<file path="config.mk">
export PLATFORM = sky130hd
export DESIGN_NAME = gpio_port
export DESIGN_NICKNAME = d
export VERILOG_FILES = /design/src/rtl/gpio_port_pkg.sv /design/src/rtl/gpio_port.sv /design/src/rtl/pad_drive.sv /design/src/rtl/pin_sync.sv
export VERILOG_INCLUDE_DIRS = /design/src /design/src/rtl
export SDC_FILE = /design/constraint.sdc
export NUM_CORES = 1
export LEC_CHECK = 0
export ABC_CLOCK_PERIOD_IN_PS = 4440
export BUFFER_PORTS_ARGS = -buffer_cell sky130_fd_sc_hd__buf_2
export CAP_MARGIN = 15
export CORE_MARGIN = 2
export CORE_UTILIZATION = 45
export DETAILED_ROUTE_END_ITERATION = 7
export PLACE_DENSITY = 0.72
export REMOVE_ABC_BUFFERS = 1
export SLEW_MARGIN = 20
export SYNTH_ARGS = -nofsm -noshare
export SYNTH_HDL_FRONTEND = slang
export SYNTH_SLANG_ARGS = --single-unit
</file>
<file path="constraint.sdc">
create_clock -name core_clk_i -period 4.44 [get_ports core_clk_i]
set_input_delay 0.222 -clock core_clk_i [delete_from_list [all_inputs] [get_ports core_clk_i]]
set_output_delay 0.222 -clock core_clk_i [all_outputs]
set_load 0.03 [all_outputs]
</file>
<file path="src/rtl/gpio_port_consts.svh">
`ifndef GPIO_PORT_CONSTS_SVH
`define GPIO_PORT_CONSTS_SVH

// port geometry and bus widths
`define PIN_COUNT 8
`define ADDR_WIDTH 6
`define DATA_WIDTH 32

// register byte offsets on the bus
`define OFS_PIN_VALUE 6'h00
`define OFS_DIRECTION 6'h04
`define OFS_OUT_LATCH 6'h08
`define OFS_ANALOG_SEL 6'h0C
`define OFS_PULLUP 6'h10
`define OFS_OPEN_DRAIN 6'h14
`define OFS_SLEW 6'h18
`define OFS_THRESHOLD 6'h1C
`define OFS_PERIPH_SEL 6'h20

// reset values of the control registers
`define RST_DIRECTION 8'hFF
`define RST_OUT_LATCH 8'h00
`define RST_ANALOG_SEL 8'hFF
`define RST_PULLUP 8'h00
`define RST_OPEN_DRAIN 8'h00
`define RST_SLEW 8'h00
`define RST_THRESHOLD 8'h00
`define RST_PERIPH_SEL 8'h00

// bus response codes and byte lane of the pin bits
`define RESP_OKAY 2'h0
`define RESP_SLVERR 2'h2
`define PIN_LANE 0

`endif

</file>
<file path="src/rtl/gpio_port_pkg.sv">
package gpio_port_pkg;

  // register selected by a bus address
  typedef enum logic [3:0]
  {
    SEL_NONE,
    SEL_PIN,
    SEL_DIR,
    SEL_LAT,
    SEL_ANA,
    SEL_PUP,
    SEL_ODC,
    SEL_SLR,
    SEL_THR,
    SEL_MUX
  } reg_sel_t;

endpackage : gpio_port_pkg

</file>
<file path="src/rtl/gpio_port.sv">
// Implementation choices: the register offsets and register access over AXI4-Lite.
`include "gpio_port_consts.svh"
module gpio_port
  import gpio_port_pkg::*;
#(
  parameter int PINS = `PIN_COUNT,
  parameter int ADDR_W = `ADDR_WIDTH,
  parameter int DATA_W = `DATA_WIDTH
)
(
  input wire logic core_clk_i, // system clock, 40 MHz
  input wire logic rst_n_i, // synchronous reset, active low
  input wire logic [ADDR_W-1:0] s_axi_awaddr_i, // write address
  input wire logic s_axi_awvalid_i, // write address valid
  output logic s_axi_awready_o, // write address ready
  input wire logic [DATA_W-1:0] s_axi_wdata_i, // write data
  input wire logic [DATA_W/8-1:0] s_axi_wstrb_i, // write byte enables
  input wire logic s_axi_wvalid_i, // write data valid
  output logic s_axi_wready_o, // write data ready
  output logic [1:0] s_axi_bresp_o, // write response
  output logic s_axi_bvalid_o, // write response valid
  input wire logic s_axi_bready_i, // write response ready
  input wire logic [ADDR_W-1:0] s_axi_araddr_i, // read address
  input wire logic s_axi_arvalid_i, // read address valid
  output logic s_axi_arready_o, // read address ready
  output logic [DATA_W-1:0] s_axi_rdata_o, // read data
  output logic [1:0] s_axi_rresp_o, // read response
  output logic s_axi_rvalid_o, // read data valid
  input wire logic s_axi_rready_i, // read data ready
  input wire logic [PINS-1:0] pad_in_i, // pin levels from pads
  output logic [PINS-1:0] pad_out_o, // pad driver level
  output logic [PINS-1:0] pad_oe_o, // pad driver enable
  output logic [PINS-1:0] slew_limit_o, // 1 = slew limited drive
  output logic [PINS-1:0] threshold_ttl_o, // 1 = ttl input threshold
  output logic [PINS-1:0] pullup_en_o, // 1 = weak pull-up on
  output logic [PINS-1:0] analog_en_o, // 1 = pin in analog mode
  input wire logic [PINS-1:0] periph_out_i, // peripheral output levels
  input wire logic [PINS-1:0] i2c_own_i // two-wire bus owns the pin
);

  logic [PINS-1:0] direction_reg;
  logic [PINS-1:0] output_latch_reg;
  logic [PINS-1:0] analog_select;
  logic [PINS-1:0] pullup_enable;
  logic [PINS-1:0] open_drain_ctrl;
  logic [PINS-1:0] slew_limit_ctrl;
  logic [PINS-1:0] input_threshold_sel;
  logic [PINS-1:0] peripheral_pin_mux;
  logic [PINS-1:0] pin_stable;
  logic [PINS-1:0] pin_value_reg;
  logic [PINS-1:0] eff_od;
  logic [PINS-1:0] out_src;
  logic aw_got;
  logic w_got;
  logic [ADDR_W-1:0] aw_addr;
  logic [DATA_W-1:0] w_data;
  logic [DATA_W/8-1:0] w_strb;
  logic aw_fire;
  logic w_fire;
  logic ar_fire;
  logic do_write;
  logic [ADDR_W-1:0] wr_addr;
  logic [DATA_W-1:0] wr_data;
  logic wr_lane;
  reg_sel_t wr_sel;
  reg_sel_t rd_sel;
  logic [PINS-1:0] rd_value;

  // address decode; anything unaligned or unlisted selects nothing
  function automatic reg_sel_t decode(input logic [ADDR_W-1:0] addr);
    reg_sel_t sel;
    sel = SEL_NONE;
    unique case (addr)
      `OFS_PIN_VALUE: sel = SEL_PIN;
      `OFS_DIRECTION: sel = SEL_DIR;
      `OFS_OUT_LATCH: sel = SEL_LAT;
      `OFS_ANALOG_SEL: sel = SEL_ANA;
      `OFS_PULLUP: sel = SEL_PUP;
      `OFS_OPEN_DRAIN: sel = SEL_ODC;
      `OFS_SLEW: sel = SEL_SLR;
      `OFS_THRESHOLD: sel = SEL_THR;
      `OFS_PERIPH_SEL: sel = SEL_MUX;
      default: sel = SEL_NONE;
    endcase
    return sel;
  endfunction : decode

  // pad inputs come from outside the clock domain
  pin_sync #(
    .W(PINS)
  ) u_pin_sync (
    .core_clk_i(core_clk_i),
    .rst_n_i(rst_n_i),
    .async_i(pad_in_i),
    .stable_o(pin_stable)
  );

  // analog pins read as zero; the pad already applied the threshold
  assign pin_value_reg = pin_stable & ~analog_select;

  // two-wire ownership forces open drain without touching the control bit
  assign eff_od = open_drain_ctrl | i2c_own_i;

  // latch drives unless the pin mux hands the pin to a peripheral
  assign out_src = (output_latch_reg & ~peripheral_pin_mux)
                 | (periph_out_i & peripheral_pin_mux);

  // one driver per pin; analog select is not an input, so it cannot gate drive
  genvar gi;
  generate
    for (gi = 0; gi < PINS; gi++)
    begin : g_pad
      pad_drive u_pad_drive (
        .core_clk_i(core_clk_i),
        .rst_n_i(rst_n_i),
        .dir_i(direction_reg[gi]),
        .od_i(eff_od[gi]),
        .src_i(out_src[gi]),
        .oe_o(pad_oe_o[gi]),
        .out_o(pad_out_o[gi])
      );
    end
  endgenerate

  // static pad controls straight from their registers
  assign slew_limit_o = slew_limit_ctrl;
  assign threshold_ttl_o = input_threshold_sel;
  assign pullup_en_o = pullup_enable;
  assign analog_en_o = analog_select;

  // write channel handshake: address and data may come in either order
  assign s_axi_awready_o = !aw_got && !s_axi_bvalid_o;
  assign s_axi_wready_o = !w_got && !s_axi_bvalid_o;
  assign aw_fire = s_axi_awvalid_i && s_axi_awready_o;
  assign w_fire = s_axi_wvalid_i && s_axi_wready_o;
  assign do_write = (aw_got || aw_fire) && (w_got || w_fire);
  assign wr_addr = aw_got ? aw_addr : s_axi_awaddr_i;
  assign wr_data = w_got ? w_data : s_axi_wdata_i;
  assign wr_lane = w_got ? w_strb[`PIN_LANE] : s_axi_wstrb_i[`PIN_LANE];
  assign wr_sel = decode(wr_addr);

  // hold whichever half arrived first until the other one shows up
  always_ff @(posedge core_clk_i)
  begin
    if (!rst_n_i)
    begin
      aw_got <= 1'b0;
      w_got <= 1'b0;
      aw_addr <= '0;
      w_data <= '0;
      w_strb <= '0;
    end
    else if (do_write)
    begin
      aw_got <= 1'b0;
      w_got <= 1'b0;
    end
    else
    begin
      if (aw_fire)
      begin
        aw_got <= 1'b1;
        aw_addr <= s_axi_awaddr_i;
      end
      if (w_fire)
      begin
        w_got <= 1'b1;
        w_data <= s_axi_wdata_i;
        w_strb <= s_axi_wstrb_i;
      end
    end
  end

  // write response one cycle after both halves are in
  always_ff @(posedge core_clk_i)
  begin
    if (!rst_n_i)
    begin
      s_axi_bvalid_o <= 1'b0;
      s_axi_bresp_o <= `RESP_OKAY;
    end
    else if (do_write)
    begin
      s_axi_bvalid_o <= 1'b1;
      s_axi_bresp_o <= (wr_sel == SEL_NONE) ? `RESP_SLVERR : `RESP_OKAY;
    end
    else if (s_axi_bready_i)
      s_axi_bvalid_o <= 1'b0;
  end

  // configuration registers; only the low byte lane carries pin bits
  always_ff @(posedge core_clk_i)
  begin
    if (!rst_n_i)
    begin
      direction_reg <= `RST_DIRECTION;
      analog_select <= `RST_ANALOG_SEL;
      pullup_enable <= `RST_PULLUP;
      open_drain_ctrl <= `RST_OPEN_DRAIN;
      slew_limit_ctrl <= `RST_SLEW;
      input_threshold_sel <= `RST_THRESHOLD;
      peripheral_pin_mux <= `RST_PERIPH_SEL;
    end
    else if (do_write && wr_lane)
    begin
      unique case (wr_sel)
        SEL_DIR: direction_reg <= wr_data[PINS-1:0];
        SEL_ANA: analog_select <= wr_data[PINS-1:0];
        SEL_PUP: pullup_enable <= wr_data[PINS-1:0];
        SEL_ODC: open_drain_ctrl <= wr_data[PINS-1:0];
        SEL_SLR: slew_limit_ctrl <= wr_data[PINS-1:0];
        SEL_THR: input_threshold_sel <= wr_data[PINS-1:0];
        SEL_MUX: peripheral_pin_mux <= wr_data[PINS-1:0];
        default:
        begin
        end
      endcase
    end
  end

  // output latch: a pin register write is a read-modify-write, so a
  // disabled byte lane still copies the pins in; analog pins read as 0
  // and will clear their latch bits, a known hazard for software
  always_ff @(posedge core_clk_i)
  begin
    if (!rst_n_i)
      output_latch_reg <= `RST_OUT_LATCH;
    else if (do_write && wr_sel == SEL_LAT && wr_lane)
      output_latch_reg <= wr_data[PINS-1:0];
    else if (do_write && wr_sel == SEL_PIN)
      output_latch_reg <= wr_lane ? wr_data[PINS-1:0] : pin_value_reg;
  end

  // read mux; unused upper bits read as zero
  assign s_axi_arready_o = !s_axi_rvalid_o;
  assign ar_fire = s_axi_arvalid_i && s_axi_arready_o;
  assign rd_sel = decode(s_axi_araddr_i);

  always_comb
  begin
    rd_value = '0;
    unique case (rd_sel)
      SEL_PIN: rd_value = pin_value_reg;
      SEL_DIR: rd_value = direction_reg;
      SEL_LAT: rd_value = output_latch_reg;
      SEL_ANA: rd_value = analog_select;
      SEL_PUP: rd_value = pullup_enable;
      SEL_ODC: rd_value = open_drain_ctrl;
      SEL_SLR: rd_value = slew_limit_ctrl;
      SEL_THR: rd_value = input_threshold_sel;
      SEL_MUX: rd_value = peripheral_pin_mux;
      default: rd_value = '0;
    endcase
  end

  // read data captured one cycle after the address is taken
  always_ff @(posedge core_clk_i)
  begin
    if (!rst_n_i)
    begin
      s_axi_rvalid_o <= 1'b0;
      s_axi_rdata_o <= '0;
      s_axi_rresp_o <= `RESP_OKAY;
    end
    else if (ar_fire)
    begin
      s_axi_rvalid_o <= 1'b1;
      s_axi_rdata_o <= {{(DATA_W-PINS){1'b0}}, rd_value};
      s_axi_rresp_o <= (rd_sel == SEL_NONE) ? `RESP_SLVERR : `RESP_OKAY;
    end
    else if (s_axi_rready_i)
      s_axi_rvalid_o <= 1'b0;
  end

  // inputs never drive
  dir_input_off_a: assert property (
    @(posedge core_clk_i) disable iff (!rst_n_i)
    1 |=> ((pad_oe_o & $past(direction_reg)) == '0))
    else $error("driver enabled on an input pin");

  // outputs drive unless open drain releases them, analog or not
  push_pull_drive_a: assert property (
    @(posedge core_clk_i) disable iff (!rst_n_i)
    1 |=> ((pad_oe_o | $past(direction_reg | eff_od)) == '1)
          && (((pad_out_o ^ $past(out_src)) & ~$past(direction_reg | eff_od)) == '0))
    else $error("output pin not driving its source value");

  // open drain never drives high
  open_drain_low_a: assert property (
    @(posedge core_clk_i) disable iff (!rst_n_i)
    1 |=> ((pad_out_o & $past(open_drain_ctrl)) == '0))
    else $error("open-drain pin driven high");

  // two-wire ownership acts like open drain
  bus_owned_od_a: assert property (
    @(posedge core_clk_i) disable iff (!rst_n_i)
    1 |=> ((pad_out_o & $past(i2c_own_i)) == '0)
          && ((pad_oe_o & $past(i2c_own_i & out_src)) == '0))
    else $error("bus-owned pin not open drain");

  // digital read of an analog pin is zero
  analog_read_zero_a: assert property (
    @(posedge core_clk_i) disable iff (!rst_n_i)
    ar_fire && rd_sel == SEL_PIN
    |=> s_axi_rvalid_o && ((s_axi_rdata_o[PINS-1:0] & $past(analog_select)) == '0))
    else $error("analog pin read as one");

  // reset state of analog and pull-up bits
  reset_state_a: assert property (
    @(posedge core_clk_i)
    !rst_n_i |=> analog_select == `RST_ANALOG_SEL && pullup_enable == `RST_PULLUP
                 && peripheral_pin_mux == `RST_PERIPH_SEL)
    else $error("wrong reset state");

  // latch register write lands in the latch
  latch_write_a: assert property (
    @(posedge core_clk_i) disable iff (!rst_n_i)
    do_write && wr_sel == SEL_LAT && wr_lane
    |=> output_latch_reg == $past(wr_data[PINS-1:0]))
    else $error("latch write lost");

  // pin register write goes to the latch via read-modify-write
  pin_write_rmw_a: assert property (
    @(posedge core_clk_i) disable iff (!rst_n_i)
    do_write && wr_sel == SEL_PIN
    |=> output_latch_reg == ($past(wr_lane) ? $past(wr_data[PINS-1:0])
                                            : $past(pin_value_reg)))
    else $error("pin register write did not update latch");

  // response comes exactly one cycle after both halves are in
  write_resp_a: assert property (
    @(posedge core_clk_i) disable iff (!rst_n_i)
    do_write |=> s_axi_bvalid_o)
    else $error("write response missing");

  // read data comes exactly one cycle after the address is taken
  read_resp_a: assert property (
    @(posedge core_clk_i) disable iff (!rst_n_i)
    ar_fire |=> s_axi_rvalid_o)
    else $error("read data missing");

endmodule : gpio_port

</file>
<file path="src/rtl/pad_drive.sv">
module pad_drive
(
  input wire logic core_clk_i, // system clock
  input wire logic rst_n_i, // synchronous reset, active low
  input wire logic dir_i, // 1 = input, driver off
  input wire logic od_i, // open-drain in effect
  input wire logic src_i, // value to drive
  output logic oe_o, // pad driver enable
  output logic out_o // pad driver level
);

  logic next_oe;
  logic next_out;

  // open drain only ever sinks, so a high level turns the driver off
  always_comb
  begin
    next_oe = !dir_i && !(od_i && src_i);
    next_out = src_i && !od_i;
  end

  // registered so the pad never sees decode glitches
  always_ff @(posedge core_clk_i)
  begin
    if (!rst_n_i)
    begin
      oe_o <= 1'b0;
      out_o <= 1'b0;
    end
    else
    begin
      oe_o <= next_oe;
      out_o <= next_out;
    end
  end

endmodule : pad_drive

</file>
<file path="src/rtl/pin_sync.sv">
module pin_sync
#(
  parameter int W = 8
)
(
  input wire logic core_clk_i, // system clock
  input wire logic rst_n_i, // synchronous reset, active low
  input wire logic [W-1:0] async_i, // raw pad levels
  output logic [W-1:0] stable_o // filtered level
);

  logic [W-1:0] s1;
  logic [W-1:0] s2;
  logic [W-1:0] s3;

  // three stages; s1 feeds only s2 so metastability never reaches logic
  always_ff @(posedge core_clk_i)
  begin
    if (!rst_n_i)
    begin
      s1 <= '0;
      s2 <= '0;
      s3 <= '0;
    end
    else
    begin
      s1 <= async_i;
      s2 <= s1;
      s3 <= s2;
    end
  end

  // a bit moves only once the two settled stages agree
  always_ff @(posedge core_clk_i)
  begin
    if (!rst_n_i)
      stable_o <= '0;
    else
      stable_o <= (s2 & s3) | (stable_o & (s2 | s3));
  end

endmodule : pin_sync
</file>
Word-level counts from Yosys, hierarchy flattened. Index checks and enable logic that the tools add are counted.

Flip-flop bits (word level): 143. Logic and storage cells: 181. Memory bits (writable): 0. Output and inout port bits: 89. Input bits: 79. Bits in read-only memories: 0. Memories kept: 0. Latch bits: 0.

Multiplexer cells: 15. Add/sub/neg operators: 0. Divide/modulo/power cells: 0. $lt $le $gt $ge: 0. Equality and inequality tests: 34. Bitwise logic cells: 13. Shift operators: 0. Multipliers: 0. Reductions and logical operators: 81.

Operators with widths (count): 4-bit case mux with 9 select lines (2); 8-bit case mux with 9 select lines (1); 6-bit by 5-bit == test with 1-bit output (second input constant) (8); 8-bit AND (5); 1-bit logical AND (34); 4-bit by 3-bit == test with 1-bit output (second input constant) (8); 8-bit 2-to-1 mux (4); 8-bit bitwise OR (4); 1-bit logical NOT (28); 6-bit by 4-bit == test with 1-bit output (second input constant) (4); 2-bit AND reduction (9); 4-bit by 2-bit == test with 1-bit output (second input constant) (4); 4-bit == test (second input constant) (4); 8-bit NOT (2); 6-bit by 3-bit == test with 1-bit output (second input constant) (2); 6-bit == test (second input constant) (2); 6-bit logical NOT (2); 4-bit by 1-bit == test with 1-bit output (second input constant) (2); 4-bit logical NOT (2); 6-bit 2-to-1 mux (1); 2-bit nonzero test (3); 1-bit 2-to-1 mux (5); 2-bit 2-to-1 mux (2); 1-bit logical OR (2); other kinds (2) (3).

Longest topological paths before layout. Gate-level depths: netlist of the first run.

Word-level depth: 8. Depth in mapped cells: 7. Mapped depth without buffers: 5.

Cells and area by module. Synthesis of the first run repeated with hierarchy kept, for this count alone.

Cell total of the unflattened synthesis: 663. Area total of the unflattened synthesis: 6448.7 um^2.

By module, submodules not included: gpio_port (seq. area each 1861.8 um^2, cells each 540, area each 4937.2 um^2, times used 1); pin_sync (seq. area each 640.6 um^2, cells each 83, area each 960.9 um^2, times used 1); pad_drive (seq. area each 40.0 um^2, cells each 5, area each 68.8 um^2, times used 8).

Worst setup path before layout of the first run. No wires, ideal clock.

Path kind: register to register. Start: reg aw_got. End: reg output_latch_reg[0]. Stages on the path, launching flop included: 7. Clock period less this slack: 2.182 ns. Data arrival time: 2.110 ns. Required time: 4.368 ns. Path slack: 2.258 ns. Setup time: 0.072 ns. Path buffers: 1. Path through: dfxtp_1 buf_6 or3_1 o22ai_4 o221ai_2 a2111oi_4 mux2i_1.

Cells in the longest elaborated chain, start to end: 8. Elaborated cells on any way between the ends: 23. Those cells by class: eq/ne (10); mux (3); reduce/logical (10).

Ends and longest elaborated chain: start: declaration (RTL line gpio_port.sv:53) `logic aw_got;`; start signal: assignment (RTL line gpio_port.sv:147) `aw_got <= 1'b0;`; start signal: assignment (RTL line gpio_port.sv:155) `aw_got <= 1'b0;`; start signal: assignment (RTL line gpio_port.sv:162) `aw_got <= 1'b1;`; parallel branches: the longest is 8 deep, another holds 4-bit case mux with 9 select lines; end signal: assignment (RTL line gpio_port.sv:227) `` output_latch_reg <= `RST_OUT_LATCH; ``; end signal: assignment (RTL line gpio_port.sv:229) `output_latch_reg <= wr_data[PINS-1:0];`; end signal: assignment (RTL line gpio_port.sv:231) `output_latch_reg <= wr_lane ? wr_data[PINS-1:0] : pin_value_reg;`; end: declaration (RTL line gpio_port.sv:42) `logic [PINS-1:0] output_latch_reg;`.

Several ways; the timed one is not identified. A chain may end at the register's enable or synchronous reset.

Final worst setup path of the first run.
Start: reg aw_got. End: reg output_latch_reg[5].

Same word-level chain as after synthesis.

==> impl_metrics.tcl, run 1 <==
set metrics [dict create \
    status "finished clean" \
    pre_cts_slack_ns 1.504 \
    cts_root_buf "clkbuf_16" \
    grt_pass1_wl_um 25390 \
    drtAntennaViolNets 0 \
    start_kind "flop" \
    io_buffers 114 \
    powerDensity_nw_per_um2 389.4 \
    tns_ns 0 \
    clk_pin_slew_worst_paths_ns 0.06 \
    critPathCaptureType "flop" \
    drc_errors 0 \
    vias_per_cell 5.441 \
    place_area_um2 6830 \
    worst-slew-pin-transition_ns 1.218 \
    period_share_pct 66.45 \
    design.die.area_um2 15030 \
    synth_ff_type "dfxtp_1" \
    yosys.cell_types.count 53 \
    seq_area_frac_synth_pct 44.59 \
    layout_commonest_cell "dfxtp_1" \
    yosys_warnings 0 \
    num_vias 5261 \
    synth_area_leaders "dfxtp_1, mux2i_1, nand2_1" \
    ys_seq_elements 141 \
    synth_area_per_cell_um2 9.391 \
    synth_edf_count 0 \
    hpwl_um 11020 \
    cts_tree "done" \
    cts_resized 0 \
    rows 43 \
    rsz0062_at_grt "false" \
    wl_per_cell_um 16.98 \
    drt_pre_antenna_iters 6 \
    h-tree-depth 4 \
    reg2regPathDepth 5 \
    critical_path.max_fanout 18 \
    syn2layout_area_growth_pct 19.27 \
    cts_buffer_depth 2 \
    drt_wl_total_um 16420 \
    multi_input_area_um2 3109 \
    post-synth-top-area-fraction_pct 44.59 \
    path_class "reg2reg" \
    grt_usage_pct 22.52 \
    fin_nets 853 \
    grt_pass1_vias 4775 \
    synthCells 674 \
    syn_area_um2 6330 \
    slew_headroom_pct 18.59 \
    p_total_mw 2.940 \
    gp_congestion 0.9071 \
    fin_ws_ns 1.490 \
    diodes 0 \
    required_ns 4.78 \
    slew_violations 0 \
    synth_top_area_cell "dfxtp_1" \
    ir_drop_mv 0.2905 \
    initial_core_util_pct 45.78 \
    fin_cells 967 \
    nFillCells 1272 \
    ios 168 \
    drive_gt1_share_pct 23.25 \
    die_w_um 122.6 \
    hp-class "in2reg" \
    core-area_um2 13830 \
    drv_cap 0 \
    cp_data_arrival_time_ns 3.29 \
    stdcell_area_um2 7550 \
    timing.hold.ws_ns 0.02440 \
    async_flop_share_pct 0 \
    regArea_um2 2823 \
    cts_buffers 17 \
    fp.dieH_um 122.6 \
    place_inst 920 \
    clk_latency_ns 0.42 \
    p_leak_nw 3.262 \
    finClkSkew_ns 0.006644 \
    post-route-min-period_ns 2.950 \
    final_core_util_pct 54.60 \
    hold_depth 2 \
    final_cell_mix "dfxtp_1, buf_2, nand2_1" \
    drt_iter0_drc 459 \
    clock_sinks 141 \
    grt.overflow.total 0 \
    setup_viol 0 \
    grt_max_degree 57 \
    max_freq_mhz 338.9 \
    finalHoldViolations 0 \
    antenna_found_initial 0 \
]
[cell families after synthesis]
| logic type | share of synthesized area, % |
|---|---|
| muxes | 14.73 |
| DFF | 44.59 |
| other | 0.05924 |
| buffers and inverters | 8.223 |
| and+or+nand+nor | 19.65 |
| AOI/OAI and AO/OA | 12.33 |
| xor gates and xnor gates | 0.4152 |
[path summary, 6_finish.rpt]
check | startpoint | to | slack, ns
worst min-delay path | pad_in_i[1] | u_pin_sync.s1[1] | 0.02
worst min register to register | u_pin_sync.s1[6] | u_pin_sync.s2[6] | 0.43
worst max-delay path | aw_got | output_latch_reg[5] | 1.49
worst max register to register | aw_got | output_latch_reg[5] | 1.49
[what timing repair did]
item,4_1_cts,5_1_grt
endpoints found under the hold margin,15,0
setup buffers,0,0
endpoints found under the setup margin,0,0
hold buffers,15,0
[critical path, stage by stage (launching register included)]
cell and delay [ns]:
dfxtp_1 0.71, or3b_1 0.49, o22ai_4 0.24, o221ai_2 0.21
a2111oi_4 0.95, mux2i_1 0.27
[area by class of cell]
class / instances / share of cell area [%]
clock buffers: 21 / 6.231
repair buffers: 137 / 10.34
multi-input cells: 464 / 41.18
well taps: 180 / 2.983
clock inverters: 11 / 1.226
flip-flops and latches: 141 / 37.39
inverters: 13 / 0.6463
[report_power, final]
group | internal (mW) | total [mW] | switching, mW
registers | 1.29 | 1.32 | 0.0248
clock network | 0.809 | 1.34 | 0.529
logic | 0.101 | 0.286 | 0.185
total | 2.20 | 2.94 | 0.739
[synthesized netlist by cell type, types with 2 or more instances]
master and number:
buf_2 2, nor3_1 12, o31a_1 7, a222oi_1 16
o21ai_0 17, a21oi_1 22, nor2_1 38, nor3_2 2
clkbuf_1 29, and3b_1 5, xor2_1 2, dfxtp_1 141
and2_1 26, nand2b_1 5, o22ai_1 3, o21a_1 8
nor4_1 2, o211ai_1 8, mux2_2 17, nand3b_1 2
nand4b_1 10, and3_1 3, inv_1 13, buf_4 42
nor4b_1 9, nand3_1 9, and4_1 8, buf_1 7
or3_1 4, mux2i_1 74, nand2_1 102, a32oi_1 8
[metal layers]
| metal | global-route usage, % | vias to the layer above | wire length [um] |
|---|---|---|---|
| met1 | 28.47 | 2454 | 6935 |
| met5 | 0 | - | 0 |
| li1 | - | 2545 | - |
| met4 | 9.770 | 0 | 412 |
| met2 | 36.11 | 230 | 7611 |
| met3 | 6.087 | 32 | 1464 |
(Power assumes the default switching activity.)
==> inputs of run 2 (changes only) <==
--- a/config.mk
+++ b/config.mk
@@ -6,13 +6,13 @@
 export SDC_FILE = /design/constraint.sdc
 export NUM_CORES = 1
 export LEC_CHECK = 0
-export ABC_CLOCK_PERIOD_IN_PS = 4440
+export ABC_CLOCK_PERIOD_IN_PS = 2600
 export BUFFER_PORTS_ARGS = -buffer_cell sky130_fd_sc_hd__buf_2
 export CAP_MARGIN = 15
 export CORE_MARGIN = 2
 export CORE_UTILIZATION = 45
 export DETAILED_ROUTE_END_ITERATION = 7
-export PLACE_DENSITY = 0.72
+export PLACE_DENSITY = 0.75
 export REMOVE_ABC_BUFFERS = 1
 export SLEW_MARGIN = 20
 export SYNTH_ARGS = -nofsm -noshare
==> constraint.sdc (replaced) <==
create_clock -name core_clk_i -period 2.6 [get_ports core_clk_i]
set_input_delay 0.13 -clock core_clk_i [delete_from_list [all_inputs] [get_ports core_clk_i]]
set_output_delay 0.13 -clock core_clk_i [all_outputs]
set_load 0.03 [all_outputs]
==> run 2 against run 1 <==
Against the previous run: the flow now finishes with violations (design-rule violations); sequential share of layout area shrank 1.4 points; clock skew barely moved; sequential cell count is the same; global-route usage is 0.12 points higher; cell count increased by 2.6%; clock power rose by 88%; worst hold slack better by 0.037 ns; power up 80%; highest routed layer unchanged.
==> impl_metrics.tcl, run 2 (same netlist as run 1, synthesis figures left out) <==
set metrics [dict create \
    initial_core_util_pct 45.78 \
    drv_cap 0 \
    cts_buffer_depth 2 \
    finClkSkew_ns 0.007042 \
    core-area_um2 13830 \
    num_vias 5384 \
    ir_drop_mv 0.4830 \
    grt_pass1_vias 4813 \
    critical_path.max_fanout 12 \
    syn2layout_area_growth_pct 23.98 \
    clk_latency_ns 0.42 \
    critPathCaptureType "flop" \
    tns_ns 0 \
    slew_violations 0 \
    period_share_pct 87.66 \
    design.die.area_um2 15030 \
    setup_viol 0 \
    finalHoldViolations 0 \
    p_leak_nw 3.407 \
    place_area_um2 6919 \
    max_freq_mhz 438.7 \
    slew_headroom_pct 51.79 \
    hpwl_um 11210 \
    post-route-min-period_ns 2.279 \
    gp_congestion 0.9500 \
    min_from "s_axi_awaddr_i[4]" \
    final_cell_mix "dfxtp_1, buf_2, nand2_1" \
    drt_wl_total_um 16700 \
    regArea_um2 2823 \
    drt_iter0_drc 573 \
    start_kind "input pin" \
    clk_pin_slew_worst_paths_ns 0.06 \
    cp_data_arrival_time_ns 2.57 \
    multi_input_area_um2 3103 \
    status "complete, but fails checks" \
    cts_root_buf "clkbuf_16" \
    powerDensity_nw_per_um2 673.8 \
    fin_cells 992 \
    layout_commonest_cell "dfxtp_1" \
    die_w_um 122.6 \
    worst-slew-pin-transition_ns 0.7208 \
    vias_per_cell 5.427 \
    stdcell_area_um2 7848 \
    path_class "in2reg" \
    wl_per_cell_um 16.83 \
    worstReg2RegEnd "slew_limit_o[3]" \
    cts_setup_buffers 0 \
    drt_pre_antenna_iters 8 \
    fp.dieH_um 122.6 \
    grt_pass1_wl_um 25660 \
    cts_tree "done" \
    grt.overflow.total 0 \
    grt_usage_pct 22.64 \
    required_ns 2.89 \
    reg2regPathDepth 6 \
    nFillCells 1199 \
    antenna_found_initial 0 \
    ios 168 \
    drive_gt1_share_pct 23.52 \
    rows 43 \
    violations "design-rule violations" \
    r2r_start "aw_got" \
    hp-class "in2reg" \
    cts_buffers 17 \
    fin_nets 879 \
    place_inst 931 \
    r2r_slack_ns 0.34 \
    holdPathEnd "aw_addr[4]" \
    hold_depth 3 \
    io_buffers 114 \
    clock_sinks 141 \
    final_core_util_pct 56.76 \
    grt_max_degree 98 \
    h-tree-depth 4 \
    drc_errors 1 \
    drtAntennaViolNets 0 \
    diodes 0 \
    rsz0062_at_grt "false" \
]
## run 2: changes by cell type in the layout (fill, tap and decap cells not counted), sizes merged
cell | before | now
buf | 122 | 133
bufinv | 1 | 3
clkbuf | 21 | 26
clkinv | 8 | 1
clkinvlp | 2 | 1
dlygate4sd3 | 15 | 30
## run 2: worst max-delay path, stage by stage
cell and delay, ns:
dlygate4sd3_1 0.53, buf_2 0.12, or3_1 0.42, o22a_1 0.27, nor2_1 0.22, buf_4 0.26
nand3_2 0.37, mux2i_1 0.23
## run 2: per-layer routing
metal	track usage (%)	wire length, um
met5	0	0
met4	10.92	484
met3	5.297	1333
met2	35.90	7792
met1	29.02	7086
## run 2: worst max-delay path by stage
| stage | start | endpoint |
|---|---|---|
| 6_report | s_axi_awaddr_i[0] | slew_limit_o[3] |
| 3_3_place_gp | aw_addr[2] | threshold_ttl_o[7] |
| 5_1_grt | aw_got | slew_limit_o[1] |
| 2_1_floorplan | aw_got | slew_limit_o[0] |
| 3_5_place_dp | aw_addr[2] | threshold_ttl_o[7] |
| 4_1_cts | aw_got | threshold_ttl_o[7] |
## run 2: timing repair
item	CTS	global route
gates resized for setup	0	1
endpoints found under the hold margin	37	0
hold buffers	30	0
endpoints found under the setup margin	0	2
## run 2: report_power, final
group	switching [mW]	internal [mW]	total, mW
clock	0.860	1.66	2.52
sequential	0.0299	2.21	2.24
combinational	0.338	0.198	0.536
## run 2: layout make-up
cell class | count | area share (%)
Clock inverter | 5 | 1.307
Timing Repair Buffer | 163 | 13.07
Multi-Input combinational cell | 464 | 39.54
Tap cell | 180 | 2.870
Inverter | 13 | 0.6218
Clock buffer | 26 | 6.617
Sequential cell | 141 | 35.97
## run 2: metrics by stage
step / hold slack (ns) / worst slack, ns / power [mW]
floorplan: 0.2073 / 0.09568 / 2.585
global placement: 0.3150 / 0.2339 / 2.767
detailed placement: 0.3152 / 0.1878 / 2.772
CTS: 0.04587 / 0.1674 / 5.311
global route: 0.06952 / 0.1363 / 5.464
finish: 0.06188 / 0.3207 / 5.288
